File: src/dmx_pkg.sv
// Purpose: Shared constants and types for the peripheral transfer control.
// Assumes: Mode lines packed as {mode_bit0, mode_bit1, mode_bit2, mode_bit3}.
// Notes:   Queue control block layout and action codes are fixed here.
package dmx_pkg;
   // ----------------------------------------------------------------
   // Sizes
   // ----------------------------------------------------------------
   localparam int NUM_SLOTS = 10;
   localparam int ADDR_W = 18;
   localparam int DATA_W = 16;
   localparam int MODE_W = 4;
   localparam int CHAN_PAIRS = 16;
   localparam int CHAN_SEL_W = 4;

   // ----------------------------------------------------------------
   // Microcode action codes, sampled at the stage-8 edge
   // ----------------------------------------------------------------
   typedef enum logic [3:0] {
      ACT_NOP = 4'h0,
      ACT_SET_EN = 4'h1,
      ACT_RESET_EN = 4'h2,
      ACT_LATCH_MODE = 4'h3,
      ACT_SET_CLR_PRI = 4'h4,
      ACT_SET_STROBE = 4'h5,
      ACT_RESET_STROBE = 4'h6,
      ACT_EN_DATA_IN = 4'h7,
      ACT_EN_DATA_OUT = 4'h8,
      ACT_TRIGGER = 4'h9,
      ACT_CALC_ADDR = 4'ha,
      ACT_DATA_OFF = 4'hb
   } microcode_action_e;

   // ----------------------------------------------------------------
   // Transfer type codes
   // ----------------------------------------------------------------
   localparam logic [3:0] MODE_QUEUE = 4'h0;
   localparam logic [3:0] MODE_SINGLE = 4'h4;
   localparam logic [3:0] MODE_BURST16 = 4'h5;
   localparam logic [3:0] MODE_BURST32 = 4'h7;
   localparam logic [3:0] MODE_TABLE = 4'h8;
   localparam logic [3:0] MODE_BURST_TABLE = 4'h9;
   localparam logic [3:0] MODE_CHAIN = 4'hc;

   // ----------------------------------------------------------------
   // Memory word offsets for chain and queue control blocks
   // ----------------------------------------------------------------
   localparam logic [17:0] CHAIN_NEXT_OFS = 18'h00001;
   localparam logic [17:0] QCB_TOP_OFS = 18'h00000;
   localparam logic [17:0] QCB_BOTTOM_OFS = 18'h00001;
   localparam logic [17:0] QCB_MASK_OFS = 18'h00002;
   localparam logic [17:0] QCB_BUF_OFS = 18'h00003;
   localparam logic [1:0] CHAIN_READS = 2'h1;
   localparam logic [1:0] QUEUE_READS = 2'h2;
   localparam logic [15:0] DATA_RESET = 16'h0000;
   localparam logic [17:0] ADDR_RESET = 18'h00000;

   typedef enum logic [1:0] {
      CALC_IDLE = 2'b00,
      CALC_READ = 2'b01,
      CALC_WRITE = 2'b11,
      CALC_DONE = 2'b10
   } calc_state_e;

   function automatic logic mode_legal(input logic [3:0] m);
      return (m == MODE_QUEUE) || (m == MODE_SINGLE) ||
         (m == MODE_BURST16) || (m == MODE_BURST32) ||
         (m == MODE_TABLE) || (m == MODE_BURST_TABLE) ||
         (m == MODE_CHAIN);
   endfunction
endpackage

File: src/dmx_slot_arbiter.sv
// Purpose: Picks the highest-numbered requesting slot and holds its grant.
// Assumes: Requests are already synchronised and active high.
// Notes:   A grant, once given, stays until the clear-priority net is set.
`timescale 1ns/100ps
module dmx_slot_arbiter #(
   parameter int SLOTS = 10
) (
   input wire logic clk,
   input wire logic rst,
   input wire logic enable,
   input wire logic clear,
   input wire logic [SLOTS-1:0] req,
   output logic [SLOTS-1:0] grant_q
);
   logic [SLOTS-1:0] pick_d;

   // ----------------------------------------------------------------
   // Priority pick
   // ----------------------------------------------------------------
   // highest slot wins
   always_comb begin
      pick_d = '0;
      for (int i = 0; i < SLOTS; i++) begin
         if (req[i]) begin
            pick_d = '0;
            pick_d[i] = 1'b1;
         end
      end
   end

   // ----------------------------------------------------------------
   // Grant register
   // ----------------------------------------------------------------
   // sample only while enabled
   always_ff @(posedge clk) begin
      if (rst || clear) begin
         grant_q <= '0;
      end else if (enable && grant_q == '0) begin
         grant_q <= pick_d;
      end
   end
endmodule

File: src/dmx_transfer_control.sv
// Purpose: Address and data phase control for direct peripheral transfers.
// Assumes: Actions are valid only in the cycle STAGE8 is high.
// Notes:   Burst and wide modes run as their single-word equivalents.
//
// Overview of operation
// - Set-enable action sets enable flag at stage 8; broadcast to controllers.
// - Grant goes to highest-numbered requesting slot, all others inactive.
// - Latch-mode action captures mode lines for the microcode branch.
// - Clear-priority action sets clear net at stage 8 and drops grants.
// - Reset-enable action clears both enable broadcast and clear net.
// - Four mode bits decode to the seven legal types, rest illegal.
// - Fifth mode line: one is input toward memory, zero output.
// - Illegal latched mode raises machine check, no address calculation runs.
// - Set-strobe registers internally, then one timer tick later drives out.
// - Address phase actions work while a data phase is in progress.
// - Single-word: address from channel pair, bump both, end when range zero.
// - Chain: memory word is address, write back plus one, compare next.
// - Table: address bus is the memory address, never end of range.
// - Queue input: add word at bottom, end when queue becomes full.
// - Input: capture bus data on trigger, write it to the write buffer.
// - Output: read memory, capture returning data, drive data bus.
// - Queue output: take from top; empty queue ends range, sends zero.
`timescale 1ns/100ps
module dmx_transfer_control (
   input wire logic MCLK,
   input wire logic RST,
   input wire logic STAGE8,
   input wire logic [3:0] MICROCODE_ACTION,
   input wire logic MEM_TIMER_TICK,
   input wire logic [dmx_pkg::NUM_SLOTS-1:0] XFER_REQUEST_N,
   input wire logic MODE_BIT0,
   input wire logic MODE_BIT1,
   input wire logic MODE_BIT2,
   input wire logic MODE_BIT3,
   input wire logic INPUT_DIRECTION,
   input wire logic [dmx_pkg::ADDR_W-1:0] PERIPH_ADDR_BUS,
   input wire logic [dmx_pkg::DATA_W-1:0] PERIPH_DATA_IN,
   output logic [dmx_pkg::DATA_W-1:0] PERIPH_DATA_OUT,
   output logic PERIPH_DATA_OE,
   output logic XFER_ENABLE_BROADCAST,
   output logic CLEAR_PRIORITY_NET,
   output logic [dmx_pkg::NUM_SLOTS-1:0] XFER_GRANT,
   output logic DATA_STROBE,
   output logic END_OF_RANGE,
   output logic MACHINE_CHECK,
   output logic [dmx_pkg::MODE_W-1:0] MODE_LATCHED,
   output logic INPUT_LATCHED,
   output logic CALC_BUSY,
   input wire logic CHAN_WR,
   input wire logic CHAN_WR_RANGE,
   input wire logic [dmx_pkg::CHAN_SEL_W-1:0] CHAN_SEL,
   input wire logic [dmx_pkg::ADDR_W-1:0] CHAN_WDATA,
   output logic MEM_REQ,
   output logic MEM_WE,
   output logic [dmx_pkg::ADDR_W-1:0] MEM_ADDR,
   output logic [dmx_pkg::ADDR_W-1:0] MEM_WDATA,
   input wire logic MEM_ACK,
   input wire logic [dmx_pkg::ADDR_W-1:0] MEM_RDATA,
   output logic [dmx_pkg::ADDR_W-1:0] MEM_ADDR_REG,
   output logic WB_WRITE,
   output logic [dmx_pkg::DATA_W-1:0] WB_WDATA,
   output logic MEM_READ,
   input wire logic RETURN_VALID,
   input wire logic [dmx_pkg::DATA_W-1:0] RETURN_DATA
);
   import dmx_pkg::*;

   // ----------------------------------------------------------------
   // Pin synchronisers
   // ----------------------------------------------------------------
   logic [NUM_SLOTS-1:0] req_n_s1_q, req_n_s2_q;
   logic [4:0] mode_s1_q, mode_s2_q;
   logic [ADDR_W-1:0] abus_s1_q, abus_s2_q;
   logic [DATA_W-1:0] dbus_s1_q, dbus_s2_q;

   always_ff @(posedge MCLK) begin
      if (RST) begin
         req_n_s1_q <= '1;
         req_n_s2_q <= '1;
         mode_s1_q <= '0;
         mode_s2_q <= '0;
         abus_s1_q <= '0;
         abus_s2_q <= '0;
         dbus_s1_q <= '0;
         dbus_s2_q <= '0;
      end else begin
         req_n_s1_q <= XFER_REQUEST_N;
         req_n_s2_q <= req_n_s1_q;
         mode_s1_q <= {MODE_BIT0, MODE_BIT1, MODE_BIT2, MODE_BIT3,
            INPUT_DIRECTION};
         mode_s2_q <= mode_s1_q;
         abus_s1_q <= PERIPH_ADDR_BUS;
         abus_s2_q <= abus_s1_q;
         dbus_s1_q <= PERIPH_DATA_IN;
         dbus_s2_q <= dbus_s1_q;
      end
   end

   microcode_action_e act;
   logic act_valid;
   assign act = microcode_action_e'(MICROCODE_ACTION);
   assign act_valid = STAGE8;

   // ----------------------------------------------------------------
   // Address phase
   // ----------------------------------------------------------------
   // enable flag set at stage 8
   // reset action drops enable and clear net
   // runs independently of the data phase
   always_ff @(posedge MCLK) begin
      if (RST) begin
         XFER_ENABLE_BROADCAST <= 1'b0;
         CLEAR_PRIORITY_NET <= 1'b0;
      end else if (act_valid) begin
         if (act == ACT_SET_EN) begin
            XFER_ENABLE_BROADCAST <= 1'b1;
         end
         if (act == ACT_RESET_EN) begin
            XFER_ENABLE_BROADCAST <= 1'b0;
            CLEAR_PRIORITY_NET <= 1'b0;
         end
         // clear net ends the address phase
         if (act == ACT_SET_CLR_PRI) begin
            CLEAR_PRIORITY_NET <= 1'b1;
         end
      end
   end

   // Controllers that lost must see the clear net and request again.
   // grants drop with the clear action
   dmx_slot_arbiter #(
      .SLOTS(NUM_SLOTS)
   ) u_arb (
      .clk(MCLK),
      .rst(RST),
      .enable(XFER_ENABLE_BROADCAST),
      .clear(act_valid && act == ACT_SET_CLR_PRI),
      .req(~req_n_s2_q),
      .grant_q(XFER_GRANT)
   );

   // mode lines latched for the jump net
   // direction held alongside the type code
   always_ff @(posedge MCLK) begin
      if (RST) begin
         MODE_LATCHED <= MODE_QUEUE;
         INPUT_LATCHED <= 1'b0;
      end else if (act_valid && act == ACT_LATCH_MODE) begin
         MODE_LATCHED <= mode_s2_q[4:1];
         INPUT_LATCHED <= mode_s2_q[0];
      end
   end

   // ----------------------------------------------------------------
   // Strobe
   // ----------------------------------------------------------------
   logic internal_strobe_q;

   // internal stage then timer tick to the pin
   always_ff @(posedge MCLK) begin
      if (RST) begin
         internal_strobe_q <= 1'b0;
         DATA_STROBE <= 1'b0;
      end else if (act_valid && act == ACT_RESET_STROBE) begin
         internal_strobe_q <= 1'b0;
         DATA_STROBE <= 1'b0;
      end else begin
         if (act_valid && act == ACT_SET_STROBE) begin
            internal_strobe_q <= 1'b1;
         end
         if (MEM_TIMER_TICK) begin
            DATA_STROBE <= internal_strobe_q;
         end
      end
   end

   // ----------------------------------------------------------------
   // Channel pairs
   // ----------------------------------------------------------------
   logic [ADDR_W-1:0] chan_addr_q [CHAN_PAIRS];
   logic [ADDR_W-1:0] chan_range_q [CHAN_PAIRS];
   logic [CHAN_SEL_W-1:0] sel;
   logic [ADDR_W-1:0] range_inc;
   logic start_calc;
   logic [3:0] calc_mode;

   assign sel = abus_s2_q[CHAN_SEL_W-1:0];
   assign range_inc = chan_range_q[sel] + 1'b1;
   assign start_calc = act_valid && act == ACT_CALC_ADDR;
   // Burst requests fall back to their single-word form.
   assign calc_mode = (MODE_LATCHED == MODE_BURST16 ||
      MODE_LATCHED == MODE_BURST32) ? MODE_SINGLE :
      (MODE_LATCHED == MODE_BURST_TABLE) ? MODE_TABLE : MODE_LATCHED;

   // bump address and range of the pair
   always_ff @(posedge MCLK) begin
      if (CHAN_WR) begin
         if (CHAN_WR_RANGE) begin
            chan_range_q[CHAN_SEL] <= CHAN_WDATA;
         end else begin
            chan_addr_q[CHAN_SEL] <= CHAN_WDATA;
         end
      end else if (start_calc && calc_mode == MODE_SINGLE &&
            !CALC_BUSY) begin
         chan_addr_q[sel] <= chan_addr_q[sel] + 1'b1;
         chan_range_q[sel] <= range_inc;
      end
   end

   // ----------------------------------------------------------------
   // Address calculation sequencer
   // ----------------------------------------------------------------
   calc_state_e state_q;
   logic [1:0] rd_idx_q, rd_last_q;
   logic [ADDR_W-1:0] base_q, w0_q, w1_q, w2_q;
   logic queue_empty_q;
   logic [ADDR_W-1:0] q_next;
   logic [ADDR_W-1:0] q_slot;

   assign q_slot = INPUT_LATCHED ? w1_q : w0_q;
   assign q_next = (q_slot + 1'b1) & w2_q;
   assign CALC_BUSY = (state_q != CALC_IDLE);

   always_ff @(posedge MCLK) begin
      if (RST) begin
         state_q <= CALC_IDLE;
         rd_idx_q <= '0;
         rd_last_q <= '0;
         base_q <= ADDR_RESET;
         w0_q <= ADDR_RESET;
         w1_q <= ADDR_RESET;
         w2_q <= ADDR_RESET;
         MEM_REQ <= 1'b0;
         MEM_WE <= 1'b0;
         MEM_ADDR <= ADDR_RESET;
         MEM_WDATA <= ADDR_RESET;
         MEM_ADDR_REG <= ADDR_RESET;
         END_OF_RANGE <= 1'b0;
         MACHINE_CHECK <= 1'b0;
         queue_empty_q <= 1'b0;
      end else begin
         MACHINE_CHECK <= 1'b0;
         if (act_valid && act == ACT_RESET_STROBE) begin
            END_OF_RANGE <= 1'b0;
         end
         unique case (state_q)
            CALC_IDLE: begin
               if (start_calc) begin
                  base_q <= abus_s2_q;
                  rd_idx_q <= '0;
                  queue_empty_q <= 1'b0;
                  END_OF_RANGE <= 1'b0;
                  // only the seven codes are accepted
                  if (!mode_legal(MODE_LATCHED)) begin
                     MACHINE_CHECK <= 1'b1;
                  end else if (calc_mode == MODE_SINGLE) begin
                     // end when incremented range is zero
                     MEM_ADDR_REG <= chan_addr_q[sel];
                     END_OF_RANGE <= (range_inc == '0);
                  end else if (calc_mode == MODE_TABLE) begin
                     MEM_ADDR_REG <= abus_s2_q;
                  end else begin
                     rd_last_q <= (calc_mode == MODE_CHAIN) ?
                        CHAIN_READS : QUEUE_READS;
                     MEM_REQ <= 1'b1;
                     MEM_WE <= 1'b0;
                     MEM_ADDR <= abus_s2_q;
                     state_q <= CALC_READ;
                  end
               end
            end
            CALC_READ: begin
               if (MEM_ACK) begin
                  unique case (rd_idx_q)
                     2'h0: w0_q <= MEM_RDATA;
                     2'h1: w1_q <= MEM_RDATA;
                     default: w2_q <= MEM_RDATA;
                  endcase
                  if (rd_idx_q == rd_last_q) begin
                     MEM_REQ <= 1'b0;
                     state_q <= CALC_WRITE;
                  end else begin
                     rd_idx_q <= rd_idx_q + 2'h1;
                     MEM_ADDR <= MEM_ADDR + 1'b1;
                  end
               end
            end
            CALC_WRITE: begin
               if (!MEM_REQ) begin
                  MEM_REQ <= 1'b1;
                  MEM_WE <= 1'b1;
                  if (calc_mode == MODE_CHAIN) begin
                     // write back, compare with next word
                     MEM_ADDR <= base_q;
                     MEM_WDATA <= w0_q + 1'b1;
                     MEM_ADDR_REG <= w0_q;
                     END_OF_RANGE <= (w0_q == w1_q);
                  end else if (INPUT_LATCHED) begin
                     // add at bottom, full when next meets top
                     MEM_ADDR <= base_q + QCB_BOTTOM_OFS;
                     MEM_WDATA <= q_next;
                     MEM_ADDR_REG <= base_q + QCB_BUF_OFS + w1_q;
                     END_OF_RANGE <= (q_next == w0_q);
                  end else if (w0_q == w1_q) begin
                     // empty queue ends range, no pointer update
                     MEM_REQ <= 1'b0;
                     MEM_WE <= 1'b0;
                     END_OF_RANGE <= 1'b1;
                     queue_empty_q <= 1'b1;
                     state_q <= CALC_DONE;
                  end else begin
                     MEM_ADDR <= base_q + QCB_TOP_OFS;
                     MEM_WDATA <= q_next;
                     MEM_ADDR_REG <= base_q + QCB_BUF_OFS + w0_q;
                  end
               end else if (MEM_ACK) begin
                  MEM_REQ <= 1'b0;
                  MEM_WE <= 1'b0;
                  state_q <= CALC_DONE;
               end
            end
            CALC_DONE: begin
               state_q <= CALC_IDLE;
            end
         endcase
      end
   end

   // ----------------------------------------------------------------
   // Data phase
   // ----------------------------------------------------------------
   logic read_pending_q;

   always_ff @(posedge MCLK) begin
      if (RST) begin
         PERIPH_DATA_OE <= 1'b0;
         PERIPH_DATA_OUT <= DATA_RESET;
         WB_WRITE <= 1'b0;
         WB_WDATA <= DATA_RESET;
         MEM_READ <= 1'b0;
         read_pending_q <= 1'b0;
      end else begin
         WB_WRITE <= 1'b0;
         MEM_READ <= 1'b0;
         if (act_valid && act == ACT_DATA_OFF) begin
            PERIPH_DATA_OE <= 1'b0;
         end
         // capture from the pins, write buffer takes it
         if (act_valid && act == ACT_EN_DATA_IN) begin
            PERIPH_DATA_OE <= 1'b0;
         end
         if (act_valid && act == ACT_TRIGGER && INPUT_LATCHED) begin
            WB_WDATA <= dbus_s2_q;
            WB_WRITE <= 1'b1;
         end
         // memory read, then drive the returning word
         if (act_valid && act == ACT_EN_DATA_OUT) begin
            PERIPH_DATA_OE <= 1'b1;
            if (queue_empty_q) begin
               PERIPH_DATA_OUT <= DATA_RESET;
            end else begin
               MEM_READ <= 1'b1;
               read_pending_q <= 1'b1;
            end
         end else if (read_pending_q && RETURN_VALID) begin
            PERIPH_DATA_OUT <= RETURN_DATA;
            read_pending_q <= 1'b0;
         end
      end
   end

   // ----------------------------------------------------------------
   // Checks
   // ----------------------------------------------------------------
   a_enable_set: assert property (@(posedge MCLK) disable iff (RST)
      act_valid && act == ACT_SET_EN |=> XFER_ENABLE_BROADCAST)
      else $error("enable not broadcast after set action");
   a_grant_onehot: assert property (@(posedge MCLK) disable iff (RST)
      $onehot0(XFER_GRANT))
      else $error("more than one grant active");
   a_grant_stable: assert property (@(posedge MCLK) disable iff (RST)
      XFER_GRANT != '0 && !(act_valid && act == ACT_SET_CLR_PRI)
      |=> $stable(XFER_GRANT))
      else $error("grant changed before clear");
   a_mode_latch: assert property (@(posedge MCLK) disable iff (RST)
      act_valid && act == ACT_LATCH_MODE |=>
      {MODE_LATCHED, INPUT_LATCHED} == $past(mode_s2_q))
      else $error("mode not latched");
   a_clear_drops: assert property (@(posedge MCLK) disable iff (RST)
      act_valid && act == ACT_SET_CLR_PRI |=>
      CLEAR_PRIORITY_NET && XFER_GRANT == '0)
      else $error("clear net or grants wrong");
   a_reset_both: assert property (@(posedge MCLK) disable iff (RST)
      act_valid && act == ACT_RESET_EN |=>
      !XFER_ENABLE_BROADCAST && !CLEAR_PRIORITY_NET)
      else $error("reset action left enable or clear net");
   a_illegal_mc: assert property (@(posedge MCLK) disable iff (RST)
      start_calc && !CALC_BUSY && !mode_legal(MODE_LATCHED)
      |=> MACHINE_CHECK && !CALC_BUSY)
      else $error("illegal mode without machine check");
   a_strobe_tick: assert property (@(posedge MCLK) disable iff (RST)
      $rose(DATA_STROBE) |-> $past(internal_strobe_q) &&
      $past(MEM_TIMER_TICK))
      else $error("strobe rose off a timer tick");
   a_table_eor: assert property (@(posedge MCLK) disable iff (RST)
      start_calc && !CALC_BUSY && calc_mode == MODE_TABLE &&
      mode_legal(MODE_LATCHED) |=> !END_OF_RANGE &&
      MEM_ADDR_REG == $past(abus_s2_q))
      else $error("table address wrong");
endmodule

File: config.mk
export PLATFORM = sky130hd
export DESIGN_NAME = dmx_transfer_control
export DESIGN_NICKNAME = d
export VERILOG_FILES = /design/src/dmx_pkg.sv /design/src/dmx_slot_arbiter.sv /design/src/dmx_transfer_control.sv
export SDC_FILE = /design/constraint.sdc
export NUM_CORES = 1
export LEC_CHECK = 0
export BUFFER_PORTS_ARGS = -buffer_cell sky130_fd_sc_hd__buf_2
export CAP_MARGIN = 10
export CORE_UTILIZATION = 40
export CTS_CLUSTER_SIZE = 28
export DETAILED_ROUTE_END_ITERATION = 8
export GPL_ROUTABILITY_DRIVEN = 0
export PLACE_DENSITY = 0.66
export RECOVER_POWER = 100
export SYNTH_ARGS = -nofsm -noshare
export SYNTH_HDL_FRONTEND = slang
export SYNTH_SLANG_ARGS = --single-unit
File: constraint.sdc
create_clock -name MCLK -period 5.4 [get_ports MCLK]
set_input_delay 0.54 -clock MCLK [delete_from_list [all_inputs] [get_ports MCLK]]
set_output_delay 0.54 -clock MCLK [all_outputs]
set_load 0.005 [all_outputs]
==> qor.yml, run 1 <==
route:
  ant_nets: 0
  vias_per_cell: 5.52
  wirelength_mm: 101
  drt_iter0_drc: 2506
  vias: 24100
  drt-pass1-iter-count: 5
  drcViolationCount: 0
  drt-wirelength-per-cell_um: 23.1
critical_path:
  crit_type: "flip-flop to flip-flop"
  path_depth: 10
  r2r_end: "chan_range_q[11][6]"
  critical_path.top_delay_family: "buffers and inverters"
  regToRegSetupSlack_ps: 320
  critPathLaunchType: "flip-flop"
  cpPeakStageDelay_ps: 930
  r2r_start: "state_q[0]"
  path_cells: "inv_1 > ha_1 > inv_1 > nor4_1 > nand3b_1 > clkbuf_1 > a31oi_1 > or2_2 > nor2_1 > clkbuf_1"
  cp-endpoint: "chan_range_q[11][6]"
  crit_slowest_cell: "clkbuf_1"
  startpoint: "state_q[0]"
  cp.required_ps: 5660
  r2r_cells: 10
  critPathArrivalTime_ps: 5330
  cp_num_buf_inv: 4
  path_max_fanout: 17
  crit_path_end_kind: "flip-flop"
power_and_ir_drop:
  p_per_area_nw_per_um2: 339
  netSwitchingPower_mw: 3.24
  p_int_mw: 11.2
  p_comb_share_pct: 6.2
  seqPwrFrac_pct: 50.5
  peakVddDrop_mv: 0.237
  sw_frac_of_total_pct: 22.5
  p_leak_nw: 14.2
  power_frac_clock_pct: 43.3
outcome:
  outcome: "finished, violations left"
  violations: "max-capacitance violations, max-slew violations"
hold_path:
  hold_class: "input pin to flip-flop"
cts:
  clock_sinks: 866
  ctsHoldBuffers: 0
  cts_buffers: 87
  cts_resized: 0
  clk_latency_ps: 660
  cts_root_buf: "clkbuf_16"
  clk_pin_slew_ps: 60
  h-tree-depth: 3
  postCtsSetupBuffers: 0
  cts_buffer_depth: 3
  cts_tree: "yes"
timing:
  fin_skew_ps: 28.4
  clock.fmax_mhz: 197
  setup_violations: 0
  tns_ps: 0
  rsz0062_at_grt: "no"
  finalCriticalPeriod_ps: 5080
  worst_slew_pin_slew_ps: 3530
  slew_headroom_pct: -136
  fin_crit_sh_pct: 94.0
  hold_violations: 0
  drv_slew: 266
synth:
  synth_flop_cell: "edfxtp_1"
  async_flop_share_pct: 0
  ys_ff_latch: 866
  syn_area_um2: 37200
  synth_edf_count: 576
  yosys_warnings: 0
  syn_inst: 2808
  seq_area_frac_synth_pct: 62.1
  synth.distinct_cells: 79
  synth.net_count: 2957
  avgSynthCellArea_um2: 13.2
global_route:
  grt.total_usage_pct: 21.1
  grt.overflow.total: 0
  met1_usage_pct: 27.8
  use_met2_pct: 34.4
  grtUsageMet3_pct: 4.13
  grt_pass1_vias: 23000
  antenna_found_initial: 4
  grt_max_degree: 131
  top_usage_layer: "met2"
  grt_pass1_wl_mm: 149
die:
  initial_core_util_pct: 40.5
  rows: 111
  die_w_um: 307
  die_h_um: 307
  dieArea_um2: 94200
  ios: 229
  core_area_um2: 91900
layout:
  nFillCells: 8225
  drive_gt1_share_pct: 16.5
  nNetsFinal: 3194
  synthToLayoutAreaGrowth_pct: 14.0
  final_util_pct: 46.1
place:
  io_buffers: 228
  dp_hpwl_mm: 67.3
run:
  max-cap-violations: 11
cells by family (layout without fill, tap and decap cells):
family	Yosys count	after routing	synth area share, %
flops	866	866	62.1
compound gates	443	443	7.45
buf+inv	215	525	2.70
xor+xnor	144	144	3.39
fa+ha+maj	32	32	1.10
other cells	0	1	0
simple gates	876	876	11.1
mux	232	232	12.2
layout by cell type, fill, tap and decap left out, types with 31 or more instances in the layout:
| cell type | Yosys | layout |
|---|---|---|
| a21oi_1 | 183 | 183 |
| a22oi_1 | 40 | 40 |
| buf_2 | 11 | 148 |
| clkbuf_1 | 120 | 151 |
| clkbuf_16 | 0 | 87 |
| dfxtp_1 | 290 | 288 |
| edfxtp_1 | 576 | 576 |
| inv_1 | 48 | 48 |
| mux2i_1 | 49 | 49 |
| mux4_1 | 31 | 31 |
| mux4_2 | 134 | 134 |
| nand2_1 | 332 | 332 |
| nand3_1 | 57 | 57 |
| nor2_1 | 191 | 183 |
| nor2b_1 | 97 | 97 |
| nor3_1 | 40 | 39 |
| o21ai_0 | 75 | 75 |
| or2_2 | 36 | 35 |
| xnor2_1 | 84 | 84 |
| xor2_1 | 60 | 60 |
Yosys cell counts (all sizes together) (16+ instances only):
cell type  instances  area, um^2
nand4             17         106
a21oi            183         916
nand3             57         285
a211oi            21         158
edfxtp           576       17300
xor2              60         526
a311oi            16         140
a22oi             40         300
dfxtp            290        5810
nor3              40         200
buf               44         363
and3              27         170
and2              17         108
nor2b             97         607
or2               36         225
nor2             191         717
mux2              18         203
mux2i             49         490
inv               49         184
nand2            332        1250
mux4             165        3830
xnor2             84         736
clkbuf           120         450
ha                31         388
o21ai             75         375
worst reg2reg max path: cells and delay by family (launching register included):
| family | cells | cell delay [ps] |
|---|---|---|
| buffers and inverters | 4 | 2100 |
| AND/OR/NAND/NOR | 4 | 1490 |
| AO/OA/AOI/OAI | 1 | 450 |
| adder cells (fa/ha/maj) | 1 | 260 |
| flip-flops | 1 | 390 |
worst min path at each step:
stage                      start             to  cells after the start
2_1_floorplan      req_n_s1_q[0]  req_n_s2_q[0]                      1
3_3_place_gp       req_n_s1_q[7]  req_n_s2_q[7]                      1
3_5_place_dp       req_n_s1_q[9]  req_n_s2_q[9]                      1
4_1_cts        XFER_REQUEST_N[0]  req_n_s1_q[0]                      2
5_1_grt        XFER_REQUEST_N[5]  req_n_s1_q[5]                      2
6_report       XFER_REQUEST_N[8]  req_n_s1_q[8]                      2
metal layers:
metal | share of wire, % | up-vias
met3 | 8.4 | 223
met5 | 0.027 | -
li1 | - | 10900
met4 | 3.7 | 4
met2 | 48 | 1030
met1 | 40 | 11900
layout make-up:
cell class | count | area [um^2] | area share [%]
Sequential cell | 866 | 23100 | 54.5
Multi-Input combinational cell | 1727 | 13100 | 31.0
Clock buffer | 111 | 2330 | 5.49
Tap cell | 1243 | 1560 | 3.67
Timing Repair Buffer | 312 | 1500 | 3.53
Clock inverter | 51 | 606 | 1.43
Inverter | 51 | 191 | 0.451
Antenna cell | 1 | 2.50 | 0.00590
power by group through the flow:
stage	Sequential, mW	Combinational [mW]	Clock [mW]
floorplan	7.36	0.609	0
CTS	7.26	0.921	6.35
finish	7.27	0.899	6.23
global route	7.27	0.973	6.58
detailed placement	7.41	0.916	0
global placement	7.40	0.908	0
metrics by stage:
step / setup slack [ps] / hold slack (ps) / area [um^2] / total power, mW / cells
after global placement: 1000 / 393 / 39900 / 8.31 / 4198
after floorplan: 1170 / 389 / 37200 / 7.97 / 2808
after global routing: 245 / 52.7 / 42400 / 14.8 / 4361
after detailed placement: 866 / 393 / 39900 / 8.32 / 4198
final: 324 / 82.8 / 42400 / 14.4 / 4362
after CTS: 838 / 34.4 / 42900 / 14.5 / 4360
flip-flops by register name, indices dropped and copies added, names as in the netlist, 4 cells and up:
register,count
dbus_s2_q,16
abus_s2_q,18
dbus_s1_q,16
w2_q,18
base_q,18
w0_q,18
MODE_LATCHED,4
w1_q,18
MEM_WDATA,18
req_n_s1_q,10
mode_s1_q,5
req_n_s2_q,10
PERIPH_DATA_OUT,16
u_arb.grant_q,10
abus_s1_q,18
WB_WDATA,16
MEM_ADDR,18
chan_range_q,288
chan_addr_q,288
MEM_ADDR_REG,18
mode_s2_q,5
No activity file was read; power rests on OpenSTA's default activity.
==> run 2, diff against run 1 <==
PLACE_DENSITY = 0.62   (was 0.66)
==> run 2 against run 1 <==
Net effect:
- the run still ends with max-capacitance violations, max-slew violations left
- critical path depth unchanged
- combinational power increased by 4.6%
- flip-flop and latch count unchanged
- hold slack got worse by 5.6 ps
- clock power increased by 3.5%
- power increased by 1.8%
- global-route usage decreased by 0.060 points
- worst setup slack improved by 330 ps
- final cell count increased by 0.28%
- register-to-register slack improved by 330 ps
- routed wire length increased by 0.36%
- largest cell class unchanged
==> qor.yml, run 2 (same netlist as run 1, synthesis figures left out) <==
outcome:
  outcome: "finished, violations left"  # unchanged
  violations: "max-capacitance violations, max-slew violations"  # unchanged
route:
  drt-pass1-iter-count: 5  # unchanged
  drcViolationCount: 0  # unchanged
  vias: 24000  # was 24100
  drt_iter0_drc: 2414  # was 2506
  ant_nets: 0  # unchanged
  wl_met2_mm: 47.4  # was 48.1 mm
  top_layer: "met5"  # unchanged
  vias_per_cell: 5.49  # was 5.52
  wirelength_mm: 101  # about the same
  drt-wirelength-per-cell_um: 23.1  # about the same
  met1Wirelength_mm: 42.9  # was 40.3 mm
  dr_wl_met3_mm: 8.51  # was 8.50 mm
die:
  ios: 229  # unchanged
  rows: 111  # unchanged
  die_w_um: 307  # unchanged
  dieArea_um2: 94200  # unchanged
  die_h_um: 307  # unchanged
  initial_core_util_pct: 40.5  # unchanged
  core_area_um2: 91900  # unchanged
layout:
  synthToLayoutAreaGrowth_pct: 14.9  # was 14.0%
  drive_gt1_share_pct: 18.3  # was 16.5%
  layout_commonest_cell: "edfxtp_1"  # unchanged
  largest_registers: "chan_addr_q (288), chan_range_q (288)"  # unchanged
  stdcell_area_um2: 42800  # was 42400 um^2
  nFillCells: 8339  # was 8225
  layout_common_cells: "edfxtp_1, nand2_1, dfxtp_1, a21oi_1, nor2_1"  # was edfxtp_1, nand2_1, dfxtp_1, nor2_1, a21oi_1
  nNetsFinal: 3204  # was 3194
  num_antenna_cells: 0  # was 1
global_route:
  grt.overflow.total: 0  # unchanged
  grt_max_degree: 117  # was 131
  antenna_found_initial: 3  # was 4
  grt_pass1_vias: 22800  # was 23000
  grt.total_usage_pct: 21.0  # was 21.1%
  grt_pass1_wl_mm: 148  # was 149 mm
critical_path:
  critPathArrivalTime_ps: 5100  # was 5330 ps
  crit_path_end_kind: "flip-flop"  # unchanged
  path_max_fanout: 76  # was 17
  critPathLaunchType: "flip-flop"  # unchanged
  regToRegSetupSlack_ps: 660  # was 320 ps
  cp.required_ps: 5750  # was 5660 ps
  crit_type: "flip-flop to flip-flop"  # unchanged
place:
  io_buffers: 228  # unchanged
  placed_area_um2: 39900  # unchanged
  dp_hpwl_mm: 69.6  # was 67.3 mm
timing:
  finalCriticalPeriod_ps: 4740  # was 5080 ps
  fin_crit_sh_pct: 87.9  # was 94.0%
  fin_skew_ps: 28.6  # was 28.4 ps
  clock.fmax_mhz: 211  # was 197 MHz
  hold_violations: 0  # unchanged
  worst_slew_pin_slew_ps: 3960  # was 3530 ps
  drv_slew: 227  # was 266
  setup_violations: 0  # unchanged
  slew_headroom_pct: -164  # was -136%
  rsz0062_at_grt: "no"  # unchanged
  tns_ps: 0  # unchanged
cts:
  postCtsSetupBuffers: 0  # unchanged
  h-tree-depth: 3  # unchanged
  ctsHoldBuffers: 0  # unchanged
  cts_resized: 0  # unchanged
  cts_root_buf: "clkbuf_16"  # unchanged
  clock_sinks: 866  # unchanged
  clk_pin_slew_ps: 60  # about the same
  cts_tree: "yes"  # unchanged
  cts_buffer_depth: 3  # unchanged
  clk_latency_ps: 670  # was 660 ps
  cts_buffers: 91  # was 87
power_and_ir_drop:
  p_per_area_nw_per_um2: 343  # was 339 nW/um^2
  p_leak_nw: 14.4  # was 14.2 nW
  peakVddDrop_mv: 0.285  # was 0.237 mV
run:
  max-cap-violations: 4  # was 11
hold_path:
  hold_class: "input pin to flip-flop"  # unchanged
## run 2: cell types whose count changed in the layout (fill, tap and decap cells not counted), moves of 3 or more
cell / change
inv_6: -4
clkbuf_16: +4
nor2_2: +12
clkbuf_1: -23
mux2_1: -5
buf_4: +26
clkbuf_8: +4
mux2_2: +5
nor2_1: -12
dfxtp_2: +3
## run 2: path summary, 6_finish.rpt
path	start	endpoint	cells after the start
worst max-delay path	abus_s2_q[1]	chan_addr_q[13][13]	10
worst min-delay path	XFER_REQUEST_N[7]	req_n_s1_q[7]	2
worst max register to register	abus_s2_q[1]	chan_addr_q[13][13]	10
worst min register to register	req_n_s1_q[8]	req_n_s2_q[8]	1
## run 2: cell type report
class,instances,area (um^2),share of cell area [%]
timing repair buffer,318,1620,3.79
sequential,866,23100,54.0
clock inverter,49,628,1.47
tap,1243,1560,3.64
multi-input combinational,1727,13200,30.8
inverter,51,191,0.448
clock buffer,120,2490,5.82
## run 2: through the flow
stage               setup WS (ps)  utilization, %  std cells  hold WS, ps  power, mW
CTS                           709            46.8       4372         35.8       14.8
global route                  401            46.5       4374         61.4       15.1
floorplan                    1170               -       2808          389       7.97
finish                        656            46.5       4374         77.1       14.7
detailed placement            740            43.4       4203          394       8.36
global placement              895            43.4       4203          391       8.35
## run 2: power by group
part / total, mW / switching (mW) / leakage (nW) / internal [mW]
clock: 6.45 / 2.61 / 1.52 / 3.84
combinational: 0.940 / 0.590 / 5.33 / 0.351
sequential: 7.27 / 0.0926 / 7.55 / 7.18
total: 14.7 / 3.29 / 14.4 / 11.4
## run 2: routing by layer
metal | GRT usage (%) | up-vias
met5 | 0 | -
met4 | 5.44 | 2
met3 | 4.25 | 132
met2 | 33.8 | 958
met1 | 29.2 | 12000
li1 | - | 11000
## run 2: worst max-delay path, cell delays in order (launching register included)
cell	delay, ps
dfxtp_2	1230
buf_12	460
mux4_2	400
mux4_2	590
and3_1	240
and3_1	210
nand3_1	210
nor2_1	80
xnor2_1	140
a21oi_1	200
clkbuf_1	550
==> run 3, diff against run 2 <==
RECOVER_POWER = 50   (was 100)
==> run 3 against run 2 <==
Net effect:
- largest cell class unchanged
- hold slack hardly changed
- the flow still finishes with violations (max-capacitance violations, max-slew violations)
- power hardly changed
- combinational power increased by 0.5%
- critical path type unchanged
- non-clock buffer count did not move
==> qor.yml, run 3 (same netlist as run 1, synthesis figures left out) <==
outcome:
  outcome: "finished, violations left"  # unchanged
  violations: "max-capacitance violations, max-slew violations"  # unchanged
timing:
  fin_skew_ps: 29.2  # was 28.6 ps
  drv_slew: 208  # was 227
  hold_slack_ps: 76.9  # was 77.1 ps
  rsz0062_at_grt: "no"  # unchanged
  hold_violations: 0  # unchanged
  finalCriticalPeriod_ps: 4690  # was 4740 ps
  tns_ps: 0  # unchanged
  setup_violations: 0  # unchanged
  slew_headroom_pct: -160  # was -164%
  fin_crit_sh_pct: 86.9  # was 87.9%
  clock.fmax_mhz: 213  # was 211 MHz
  worst_slew_pin_slew_ps: 3900  # was 3960 ps
layout:
  layout_commonest_cell: "edfxtp_1"  # unchanged
  layout_common_cells: "edfxtp_1, nand2_1, dfxtp_1, a21oi_1, nor2_1"  # unchanged
  drive_gt1_share_pct: 18.8  # was 18.3%
  synthToLayoutAreaGrowth_pct: 15.1  # was 14.9%
  stdcell_area_um2: 42800  # about the same
  nFillCells: 8321  # was 8339
  nNetsFinal: 3204  # unchanged
  largest_registers: "chan_addr_q (288), chan_range_q (288)"  # unchanged
power_and_ir_drop:
  p_leak_nw: 14.4  # about the same
  totalPowerFinal_mw: 14.7  # about the same
  peakVddDrop_mv: 0.285  # about the same
  p_per_area_nw_per_um2: 342  # was 343 nW/um^2
die:
  initial_core_util_pct: 40.5  # unchanged
  die_h_um: 307  # unchanged
  rows: 111  # unchanged
  dieArea_um2: 94200  # unchanged
  core_area_um2: 91900  # unchanged
  die_w_um: 307  # unchanged
  ios: 229  # unchanged
critical_path:
  critPathLaunchType: "flip-flop"  # unchanged
  startpoint: "MODE_LATCHED[0]"  # was abus_s2_q[1]
  critPathArrivalTime_ps: 5300  # was 5100 ps
  cp.required_ps: 6010  # was 5750 ps
  r2r_start: "MODE_LATCHED[0]"  # was abus_s2_q[1]
  crit_type: "flip-flop to flip-flop"  # unchanged
  path_max_fanout: 36  # was 76
  crit_path_end_kind: "flip-flop"  # unchanged
global_route:
  grt_max_degree: 117  # unchanged
  grt.total_usage_pct: 21.0  # unchanged
  grt_pass1_vias: 22800  # unchanged
  grt.overflow.total: 0  # unchanged
  grt_pass1_wl_mm: 148  # unchanged
  antenna_found_initial: 3  # unchanged
cts:
  clk_pin_slew_ps: 60  # about the same
  cts_resized: 0  # unchanged
  clk_latency_ps: 670  # about the same
  h-tree-depth: 3  # unchanged
  cts_root_buf: "clkbuf_16"  # unchanged
  postCtsSetupBuffers: 0  # unchanged
  cts_buffer_depth: 3  # unchanged
  clock_sinks: 866  # unchanged
  cts_buffers: 91  # unchanged
  cts_tree: "yes"  # unchanged
  ctsHoldBuffers: 0  # unchanged
place:
  dp_hpwl_mm: 69.6  # unchanged
  io_buffers: 228  # unchanged
  placed_area_um2: 39900  # unchanged
route:
  wirelength_mm: 101  # about the same
  drt-wirelength-per-cell_um: 23.1  # about the same
  drt-pass1-iter-count: 5  # unchanged
  vias_per_cell: 5.49  # about the same
  drt_iter0_drc: 2602  # was 2414
  vias: 24000  # about the same
  ant_nets: 0  # unchanged
  drcViolationCount: 0  # unchanged
run:
  max-cap-violations: 3  # was 4
hold_path:
  hold_class: "input pin to flip-flop"  # unchanged
  min_from: "XFER_REQUEST_N[7]"  # unchanged
==> run 3: path summary, 6_finish.rpt <==
check	slack [ps]	cells after the start	end
hold / removal	80	2	req_n_s1_q[7]
setup reg to reg	710	12	MEM_ADDR_REG[15]
setup / recovery	710	12	MEM_ADDR_REG[15]
hold reg to reg	400	1	req_n_s2_q[8]
==> run 3: power by group <==
part | switching (mW) | internal [mW]
Combinational | 0.591 | 0.354
Sequential | 0.0927 | 7.18
Clock | 2.61 | 3.84
Total | 3.29 | 11.4
==> run 3: area by class of cell <==
class | count | area (um^2) | share of cell area [%]
Sequential cell | 866 | 23100 | 54.0
Inverter | 51 | 191 | 0.447
Clock inverter | 49 | 628 | 1.47
Multi-Input combinational cell | 1727 | 13200 | 30.8
Antenna cell | 1 | 2.50 | 0.00584
Clock buffer | 120 | 2490 | 5.81
Timing Repair Buffer | 318 | 1670 | 3.89
Tap cell | 1243 | 1560 | 3.63
==> run 3: per-layer routing <==
metal / up-vias / wire (um) / global-route usage [%]
met5: - / 7 / 0
met4: 2 / 2240 / 5.44
met3: 133 / 8470 / 4.25
met2: 985 / 47200 / 33.8
met1: 11900 / 43100 / 29.2
li1: 11000 / - / -
==> run 3: stage by stage <==
| step | setup WS, ps | util, % | std cells |
|---|---|---|---|
| 2_1_floorplan | 1170 | - | 2808 |
| 3_3_place_gp | 895 | 43.4 | 4203 |
| 3_5_place_dp | 740 | 43.4 | 4203 |
| 4_1_cts | 709 | 46.8 | 4372 |
| 5_1_grt | 401 | 46.6 | 4374 |
| 6_report | 708 | 46.6 | 4375 |
==> run 3: critical path, cell delays in order, from the launching register on <==
cell and delay, ps:
dfxtp_1 370, nor2_1 230, and3_1 180, clkbuf_1 1280, nor2_1 240, nor4b_1 250, buf_4 170, o21a_1 190
or3_1 690, buf_4 330, or2_2 330, a311oi_1 250, a21o_1 110
